$ cat src/hw/pew_defs.vh
// timing counts, geometry and command defaults for the page-write host
// assumes a 20 mhz system clock (50 ns period)
`ifndef PEW_DEFS_VH
`define PEW_DEFS_VH
// ==========================================================
// geometry
`define PEW_ADDR_W 13
`define PEW_PAGE_LSB 6
`define PEW_BYTE_W 6
`define PEW_PAGE_BYTES 64
// ==========================================================
// timing, figures in ns / us
`define PEW_CLK_NS 50
`define PEW_STROBE_NS 100
`define PEW_STROBE_CYC ((`PEW_STROBE_NS + `PEW_CLK_NS - 1) / `PEW_CLK_NS)
`define PEW_READ_NS 250
`define PEW_READ_CYC ((`PEW_READ_NS + `PEW_CLK_NS - 1) / `PEW_CLK_NS)
`define PEW_WINDOW_US 100
`define PEW_GAP_CYC ((`PEW_WINDOW_US * 1000) / `PEW_CLK_NS / 2)
`define PEW_PROG_US 10000
`define PEW_PROG_CYC ((`PEW_PROG_US * 1000) / `PEW_CLK_NS)
// ==========================================================
// operation codes on cmd_op
`define PEW_OP_READ 2'h0
`define PEW_OP_WRITE 2'h1
`define PEW_OP_LOCK 2'h2
`endif

$ cat src/hw/pew_sync2.v
// two-flip-flop synchroniser for inputs from the device pins
// assumes one clock; first stage read only by the second
`timescale 1ns/10ps
module pew_sync2 #(
  parameter WIDTH = 8
) (
  // clock and reset
  input wire sys_clk,
  input wire rstn,
  input wire clk_en,
  // data
  input wire [WIDTH-1:0] async_in,
  output reg [WIDTH-1:0] sync_out
);
  reg [WIDTH-1:0] stage1;
  always @(posedge sys_clk or negedge rstn) begin
    if (!rstn) begin
      stage1 <= {WIDTH{1'b0}};
      sync_out <= {WIDTH{1'b0}};
    end else if (clk_en) begin
      stage1 <= async_in;
      sync_out <= stage1;
    end
  end
endmodule

$ cat src/hw/pew_host.v
// host sequencer driving an 8k x 8 parallel page-write eeprom
// assumes device pins wired directly; data bus resolved outside
// Function
// - host keeps page bits constant across one program cycle of data writes.
// - write strobe controls the load; address taken on last fall.
// - loading continues while each load starts inside the window.
// - host holds output gate high through every byte load.
// - chip erase needs high voltage on output gate with a write.
// - three-byte sequence enables write lock; host may stop.
`timescale 1ns/10ps
`include "pew_defs.vh"
module pew_host #(
  parameter PROG_CYC = `PEW_PROG_CYC,
  parameter [12:0] LOCK_A0 = 13'h1555,
  parameter [12:0] LOCK_A1 = 13'h0aaa,
  parameter [12:0] LOCK_A2 = 13'h1555,
  parameter [7:0] LOCK_D0 = 8'haa,
  parameter [7:0] LOCK_D1 = 8'h55,
  parameter [7:0] LOCK_D2 = 8'ha0
) (
  // clock and reset
  input wire sys_clk,
  input wire rstn,
  input wire clk_en,
  // user command port
  input wire cmd_valid,
  input wire [1:0] cmd_op,
  input wire [12:0] cmd_addr,
  input wire [7:0] cmd_data,
  input wire cmd_last,
  output reg cmd_ready,
  output reg rsp_valid,
  output reg [7:0] rsp_data,
  output reg busy,
  // device pins
  output reg chip_select_n,
  output reg output_gate_n,
  output reg write_strobe_n,
  output reg [12:0] address_lines,
  input wire [7:0] data_lines_in,
  output reg [7:0] data_lines_out,
  output reg data_lines_oe
);
  localparam ST_IDLE = 7'h01;
  localparam ST_RSET = 7'h02;
  localparam ST_RSMP = 7'h04;
  localparam ST_WLOW = 7'h08;
  localparam ST_WHI = 7'h10;
  localparam ST_WAIT = 7'h20;
  localparam ST_POLL = 7'h40;

  wire [7:0] data_sync;
  reg [6:0] state;
  reg [23:0] cnt;
  reg [1:0] lock_idx;
  reg lock_run;
  reg [12:0] last_addr;
  reg page_valid;
  reg [7:0] last_data;
  reg more;

  // ==========================================================
  // pin synchroniser
  pew_sync2 #(.WIDTH(8)) u_sync (
    .sys_clk(sys_clk),
    .rstn(rstn),
    .clk_en(clk_en),
    .async_in(data_lines_in),
    .sync_out(data_sync)
  );

  // ==========================================================
  // lock sequence table
  reg [12:0] lock_addr;
  reg [7:0] lock_data;
  always @* begin
    case (lock_idx)
      2'h0: begin
        lock_addr = LOCK_A0;
        lock_data = LOCK_D0;
      end
      2'h1: begin
        lock_addr = LOCK_A1;
        lock_data = LOCK_D1;
      end
      default: begin
        lock_addr = LOCK_A2;
        lock_data = LOCK_D2;
      end
    endcase
  end

  // a write to another page while loading must wait for programming
  wire [6:0] cmd_page = cmd_addr[12:`PEW_PAGE_LSB];
  // re-poll start point, cut to the counter width on purpose
  wire [31:0] repoll_cnt = PROG_CYC - 16;
  reg [6:0] held_page;

  // ==========================================================
  // sequencer
  always @(posedge sys_clk or negedge rstn) begin
    if (!rstn) begin
      state <= ST_IDLE;
      cnt <= 24'h000000;
      lock_idx <= 2'h0;
      lock_run <= 1'b0;
      last_addr <= 13'h0000;
      held_page <= 7'h00;
      page_valid <= 1'b0;
      last_data <= 8'h00;
      more <= 1'b0;
      cmd_ready <= 1'b0;
      rsp_valid <= 1'b0;
      rsp_data <= 8'h00;
      busy <= 1'b0;
      chip_select_n <= 1'b1;
      output_gate_n <= 1'b1;
      write_strobe_n <= 1'b1;
      address_lines <= 13'h0000;
      data_lines_out <= 8'h00;
      data_lines_oe <= 1'b0;
    end else if (clk_en) begin
      rsp_valid <= 1'b0;
      cmd_ready <= 1'b0;
      case (state)
        ST_IDLE: begin
          // standby between operations
          chip_select_n <= 1'b1;
          output_gate_n <= 1'b1;
          data_lines_oe <= 1'b0;
          if (lock_run) begin
            address_lines <= lock_addr;
            data_lines_out <= lock_data;
            state <= ST_WLOW;
          end else if (cmd_valid && !cmd_ready) begin
            if (cmd_op == `PEW_OP_LOCK) begin
              cmd_ready <= 1'b1;
              lock_run <= 1'b1;
              lock_idx <= 2'h0;
              busy <= 1'b1;
            end else if (cmd_op == `PEW_OP_WRITE) begin
              if (page_valid && cmd_page != held_page) begin
                cnt <= 24'h000000;
                state <= ST_WAIT;
              end else begin
                cmd_ready <= 1'b1;
                address_lines <= cmd_addr;
                data_lines_out <= cmd_data;
                more <= !cmd_last;
                held_page <= cmd_page;
                page_valid <= 1'b1;
                busy <= 1'b1;
                state <= ST_WLOW;
              end
            end else begin
              cmd_ready <= 1'b1;
              address_lines <= cmd_addr;
              chip_select_n <= 1'b0;
              output_gate_n <= 1'b0;
              cnt <= 24'h000000;
              state <= ST_RSET;
            end
          end
        end
        ST_RSET: begin
          cnt <= cnt + 24'h000001;
          if (cnt == `PEW_READ_CYC + 1)
            state <= ST_RSMP;
        end
        ST_RSMP: begin
          // two sync stages already covered by the wait above
          rsp_data <= data_sync;
          rsp_valid <= 1'b1;
          output_gate_n <= 1'b1;
          chip_select_n <= 1'b1;
          cnt <= 24'h000000;
          state <= ST_IDLE;
        end
        ST_WLOW: begin
          // gate high before the strobe falls, chip select first
          // gate only at logic level, so a load never becomes an erase
          output_gate_n <= 1'b1;
          chip_select_n <= 1'b0;
          data_lines_oe <= 1'b1;
          if (!chip_select_n) begin
            write_strobe_n <= 1'b0;
            cnt <= 24'h000000;
            state <= ST_WHI;
          end
        end
        ST_WHI: begin
          cnt <= cnt + 24'h000001;
          if (cnt == `PEW_STROBE_CYC - 1) begin
            write_strobe_n <= 1'b1;
            last_addr <= address_lines;
            last_data <= data_lines_out;
            if (lock_run) begin
              lock_idx <= lock_idx + 2'h1;
              if (lock_idx == 2'h2) begin
                lock_run <= 1'b0;
                more <= 1'b0;
              end
            end
            cnt <= 24'h000000;
            state <= ST_WAIT;
          end
        end
        ST_WAIT: begin
          // release bus; either next load inside window or programming
          chip_select_n <= 1'b1;
          data_lines_oe <= 1'b0;
          cnt <= cnt + 24'h000001;
          if (lock_run) begin
            state <= ST_IDLE;
          end else if (more && cnt < `PEW_GAP_CYC) begin
            if (cmd_valid && cmd_op == `PEW_OP_WRITE &&
                cmd_page == held_page)
              state <= ST_IDLE;
          end else if (cnt >= PROG_CYC) begin
            // worst-case program time passed; confirm by polling
            cnt <= 24'h000000;
            chip_select_n <= 1'b0;
            output_gate_n <= 1'b0;
            state <= ST_POLL;
          end
        end
        ST_POLL: begin
          address_lines <= last_addr;
          cnt <= cnt + 24'h000001;
          if (cnt == `PEW_READ_CYC + 1) begin
            output_gate_n <= 1'b1;
            chip_select_n <= 1'b1;
            cnt <= 24'h000000;
            if (data_sync[7] == last_data[7]) begin
              busy <= 1'b0;
              page_valid <= 1'b0;
              state <= ST_IDLE;
            end else begin
              cnt <= repoll_cnt[23:0];
              state <= ST_WAIT;
            end
          end
        end
        default: state <= ST_IDLE;
      endcase
    end
  end
endmodule

$ cat config.mk
export PLATFORM = sky130hd
export DESIGN_NAME = pew_host
export DESIGN_NICKNAME = d
export VERILOG_FILES = /design/src/hw/pew_sync2.v /design/src/hw/pew_host.v
export VERILOG_INCLUDE_DIRS = /design/src /design/src/hw
export SDC_FILE = /design/constraint.sdc
export NUM_CORES = 1
export LEC_CHECK = 0
export ABC_AREA = 1
export BUFFER_PORTS_ARGS = -buffer_cell sky130_fd_sc_hd__buf_2
export CORE_MARGIN = 2
export CORE_UTILIZATION = 55
export CTS_BUF_LIST = sky130_fd_sc_hd__clkbuf_2 sky130_fd_sc_hd__clkbuf_4 sky130_fd_sc_hd__clkbuf_8
export CTS_CLUSTER_DIAMETER = 30
export DETAILED_ROUTE_END_ITERATION = 16
export PLACE_DENSITY = 0.79
export SYNTH_ARGS = -nofsm -noshare
export SYNTH_HDL_FRONTEND = slang
export SYNTH_SLANG_ARGS = --single-unit
export TNS_END_PERCENT = 1
$ cat constraint.sdc
create_clock -name sys_clk -period 1.78 [get_ports sys_clk]
set_input_delay 0.089 -clock sys_clk [delete_from_list [all_inputs] [get_ports sys_clk]]
set_output_delay 0.089 -clock sys_clk [all_outputs]
set_load 0.005 [all_outputs]
After elaboration in Yosys (flattened, before gate mapping) --
Cells that the tools add are included.
Operators by class: reductions and logical operators 35, magnitude comparators 2, eq/ne operators 42, multiplexer cells 99, $add $sub $neg 2, bitwise gates (word level) 3
Operators by type and width (number):
- 2-to-1 mux 24 bit | 11
- one-hot mux 24 bit (7 select lines) | 1
- 2-to-1 mux 7 bit | 12
- 2-to-1 mux 13 bit | 6
- 2-to-1 mux 1 bit | 44
- one-hot mux 7 bit (6 select lines) | 1
- 2-to-1 mux 8 bit | 5
- != test 2 bit (second input constant) | 18
- one-hot mux 13 bit (2 select lines) | 1
- adder 24 x 1 -> 24 bit (second input constant) | 1
- == test 24 x 1 -> 1 bit (second input constant) | 1
- == test 24 x 3 -> 1 bit (second input constant) | 1
- >= comparator 24 x 18 -> 1 bit (second input constant) | 1
- less-than comparator 24 x 10 -> 1 bit (second input constant) | 1
- AND reduction 7 bit | 3
- 2-to-1 mux 18 bit | 1
- AND reduction 9 bit | 2
- one-hot mux 8 bit (2 select lines) | 1
- != test 3 bit (second input constant) | 5
- 2-to-1 mux 6 bit | 2
- != test 4 bit (second input constant) | 3
- one-hot mux 1 bit (2 select lines) | 6
- AND reduction 6 bit | 2
- nonzero test 2 bit | 6
- other kinds (31) | 48
Word-level totals: output and inout port bits 36, input bits 36, register bits after elaboration 116

Depth between registers and ports, before layout --
word-level depth 8, depth in mapped cells 14

Cells and area by module --
Synthesis repeated with hierarchy kept, for this count alone.
Unflattened totals: cell total of the unflattened synthesis 885, area total of the unflattened synthesis 6586.3 um^2
By module, submodules not included:
- pew_host | cells each 817, sequential area each 2332.2 um^2, area each 5909.4 um^2, times used 1
- pew_sync2 | cells each 68, sequential area each 400.4 um^2, area each 676.9 um^2, times used 1

Worst setup path before layout --
OpenSTA, ideal clock, no wires.
kind register to register, start reg state[0], end reg cnt[0], required time 1.659 ns, arrival time 1.611 ns, period minus slack after synthesis 1.732 ns, setup slack 0.048 ns, cell stages (with the launch flop) 13, buffers on the path 1, cell sequence dfstp_2 -> nor2_4 -> nand2_4 -> nor2_4 -> nor2_4 -> nand2_1 -> nor2_2 -> nor2_8 -> nand2_8 -> inv_4 -> buf_6 -> nand3_1 -> o21ai_1
On the way: longest elaborated chain between the ends 3, elaborated cells on any way between the ends 15, those cells by class eq/ne (12); mux (1); reduce/logical (2)
RTL lines:
- start, declared | line pew_host.v:53 | reg [6:0] state;
- start signal, assigned | line pew_host.v:103 | state <= ST_IDLE;
- start signal, assigned | line pew_host.v:134 | state <= ST_WLOW;
- start signal, assigned | line pew_host.v:144 | state <= ST_WAIT;
- == test 7 bit (tied with other cells) | line pew_host.v:125 | case (state)
- nonzero test 7 bit (no line) (tied with other cells)
- AND reduction 7 bit (no line)
- end signal, assigned | line pew_host.v:166 | cnt <= cnt + 24'h000001;
- end signal, assigned | line pew_host.v:192 | cnt <= cnt + 24'h000001;
- end signal, assigned | line pew_host.v:212 | cnt <= cnt + 24'h000001;
- end, declared | line pew_host.v:54 | reg [23:0] cnt;
Parallel ways exist; a longest one is shown, timed or not. A chain may end at the register's enable or synchronous reset.

Worst setup path after layout --
start reg cnt[11], end reg cnt[1]
On the way: longest elaborated chain between the ends 5, elaborated cells on any way between the ends 11, those cells by class order compare (2); eq/ne (2); mux (6); reduce/logical (1)
RTL lines:
- >= comparator 24 x 18 -> 1 bit / less-than comparator 24 x 10 -> 1 bit (equally long branches)
- 2-to-1 mux 24 bit / logical AND 1 bit (equally long branches)
- 2-to-1 mux 24 bit | line pew_host.v:215 | end else if (more && cnt < `PEW_GAP_CYC) begin
- 2-to-1 mux 24 bit | line pew_host.v:213 | if (lock_run) begin
- one-hot mux 24 bit (7 select lines) * | line pew_host.v:125
Every way passes the cells marked *; elsewhere a longest branch is shown, timed or not.

==> out/qor.txt <==
outcome -> finished, violations left
failing checks -> setup timing
WP data required -> 2.14 ns
Hold Worst Slack -> 0.00913 ns
post-DP HPWL -> 12800 µm
Die Ht -> 113 µm
Cell Area, Synth -> 6490 µm²
gpl congestion -> 0.980
cell count after synthesis -> 912
Nets -> 1152
Cells after DPL -> 1200
Tightest Hold Check Type -> input pin to flop
deepest clock path buffer count -> 2
RSZ-0062 raised after global routing -> yes
most common cell after layout, fill and taps aside -> nand2_1
CP max FO -> 8
WP data arrival -> 2.30 ns
predominant post-synthesis flop cell -> dfrtp_1
H-Tree Depth -> 3
Vias/cell -> 5.51
Synthesized Nets -> 957
Yosys cell types -> 40
crit end category -> flop
syn avg cell area -> 7.12 µm²
Max Clock Skew -> 0.0202 ns
top cell type by total area after synthesis -> dfrtp_1
CTS tree -> built
dpl ws -> -0.250 ns
Rows -> 39
Max Slew Vio Count -> 0
Max Cap Violations -> 0
GRT Residual Overflow -> 0
Clk Latency, worst-skew pair -> 0.41 ns
Worst setup SP type -> flop
drt pass-1 iters -> 5
root buffer cell -> clkbuf_8
core footprint -> 11500 µm²
TritonCTS buffer count -> 9
wire length per cell -> 16.0 µm
met3 WL -> 1430 µm
Yosys warning count -> 0
critical path class -> flop to flop
vias -> 6915
most frequent cells in the layout -> 278 x nand2_1, 104 x buf_4, 103 x dfrtp_1
wire length on met1 -> 8080 µm
Peak supply drop -> 1.07 mV
Synth area leaders -> dfrtp_1 40%, nand2_1 18%, inv_1 5.9%, nand3_1 5.6%, nor2_1 5.3%
min Tclk post-route -> 1.95 ns
Post-Route WL -> 20100 µm
Die Wd -> 113 µm
Reg clk slew, reported paths -> 0.11 ns
wire length on met2 -> 9820 µm
final setup margin -> -0.165 ns
EDFF count, synth -> 0
# clock sinks -> 109
Peak Freq -> 514 MHz
final worst path period share -> 109%
port buffer count -> 71
num ports -> 72
post-route ant nets -> 0
Final setup viols -> 70
FF+latch count, synth -> 109
Static Leak -> 4.53 nW
ys async rst share -> 100%
Seq/Total Area, Yosys -> 42.1%
antenna violations before repair -> 0
area share of the largest cell type after synthesis -> 40.5%
first-pass GRT wire length -> 29200 µm
pin count of the biggest net entering global routing -> 45
vias in the first global route -> 6179
DRT iter0 DRCs -> 604
Area Overhead vs Synth -> 35.1%
# DRC -> 0
GR Util All Layers -> 28.7%
proportion of layout cells with a drive suffix above 1 -> 31.4%
Worst-Margin Slew -> 0.454 ns
Non-Filler Instances -> 1255
top sig layer -> met4
Total Power -> 11.6 mW
max_slew headroom -> 69.6%
Final Hold Vio Count -> 0
setup_tns -> -5.77 ns
starting density of the core -> 56.6%
# fillers -> 784
ant diodes -> 0
Cell Pwr Density -> 1330 nW/µm²
Die ar. -> 12700 µm²
[path summary, 6_finish.rpt]
check / startpoint / endpoint / slack (ns) / cells after the start
max: cnt[11] / cnt[1] / -0.17 / 14
min: cmd_data[3] / data_lines_out[3] / 0.009 / 5
max reg2reg: cnt[11] / cnt[1] / -0.17 / 14
min reg2reg: output_gate_n / output_gate_n / 0.48 / 2
max in group asynchronous: rstn / u_sync.stage1[6] / 1.00 / 3
min in group asynchronous: rstn / last_addr[10] / 0.14 / 2
[metrics by stage]
| step | instance area (µm²) | utilization (%) |
|---|---|---|
| 2_1_floorplan | 6490 | - |
| 3_3_place_gp | 7670 | 66.9 |
| 3_5_place_dp | 7670 | 66.9 |
| 4_1_cts | 8300 | 72.4 |
| 5_1_grt | 8770 | 76.5 |
| 6_report | 8770 | 76.5 |
[repair_timing]
action	in CTS	in global routing
endpoints found under the setup margin	78	82
hold buffers	18	0
resized for setup	47	99
pin swaps	20	41
buffers inserted	9	10
hold endpoints to repair	81	0
gates cloned	0	2
[sequential cells by signal, summed over array words and instances, names as in the netlist, 7 cells and up]
| name | count |
|---|---|
| u_sync.sync_out | 8 |
| held_page | 7 |
| rsp_data | 8 |
| address_lines | 13 |
| cnt | 24 |
| u_sync.stage1 | 8 |
| data_lines_out | 8 |
| last_addr | 13 |
| state | 7 |
[Yosys cell counts (all sizes together), types with 3 or more instances]
| cell type | instances |
|---|---|
| a21oi | 14 |
| buf | 17 |
| clkbuf | 9 |
| dfrtp | 105 |
| dfstp | 4 |
| ha | 9 |
| inv | 112 |
| mux2i | 6 |
| nand2 | 311 |
| nand3 | 77 |
| nand3b | 4 |
| nand4 | 18 |
| nor2 | 105 |
| nor3 | 3 |
| o211ai | 5 |
| o21ai | 89 |
| or2 | 4 |
| xnor2 | 7 |
| xor2 | 7 |
[layer usage]
layer  vias to the layer above  track usage [%]
li1                       3278                -
met1                      3231             38.0
met2                       334             46.9
met3                        72             5.72
met4                         0             11.0
met5                         -                0
[where the power goes]
group / internal [mW] / total (mW) / switching [mW]
Sequential: 3.12 / 3.62 / 0.500
Combinational: 2.56 / 6.37 / 3.81
Clock: 0.716 / 1.64 / 0.925
Total: 6.39 / 11.6 / 5.24
[worst max-delay path, cell delays in order, from the launching register on]
cell     delay (ns)
dfrtp_1        0.39
nor2_1         0.13
buf_4          0.12
nand3_1        0.15
nor2_1         0.18
nand3_2        0.14
nand2_2        0.14
nand2_1        0.10
nand2_1        0.12
inv_2          0.08
nand2_4        0.14
inv_2          0.05
nand2_1        0.05
nand2_1        0.05
inv_1          0.05
[kinds of logic after synthesis]
kind of cell	synth area share, %
and+or+nand+nor	35.6
buffers and inverters	8.82
AOI/OAI and AO/OA	8.98
DFF	42.1
xor gates and xnor gates	1.89
adders and majority gates	1.73
muxes	0.925
[layout make-up]
class | instances | area, µm² | area share (%)
Multi-Input combinational cell | 664 | 3630 | 41.4
Sequential cell | 109 | 2740 | 31.2
Timing Repair Buffer | 210 | 1580 | 18.0
Inverter | 113 | 435 | 4.96
Tap cell | 143 | 179 | 2.04
Clock buffer | 10 | 138 | 1.57
Clock inverter | 6 | 75.1 | 0.856
(Power assumes the default switching activity.)
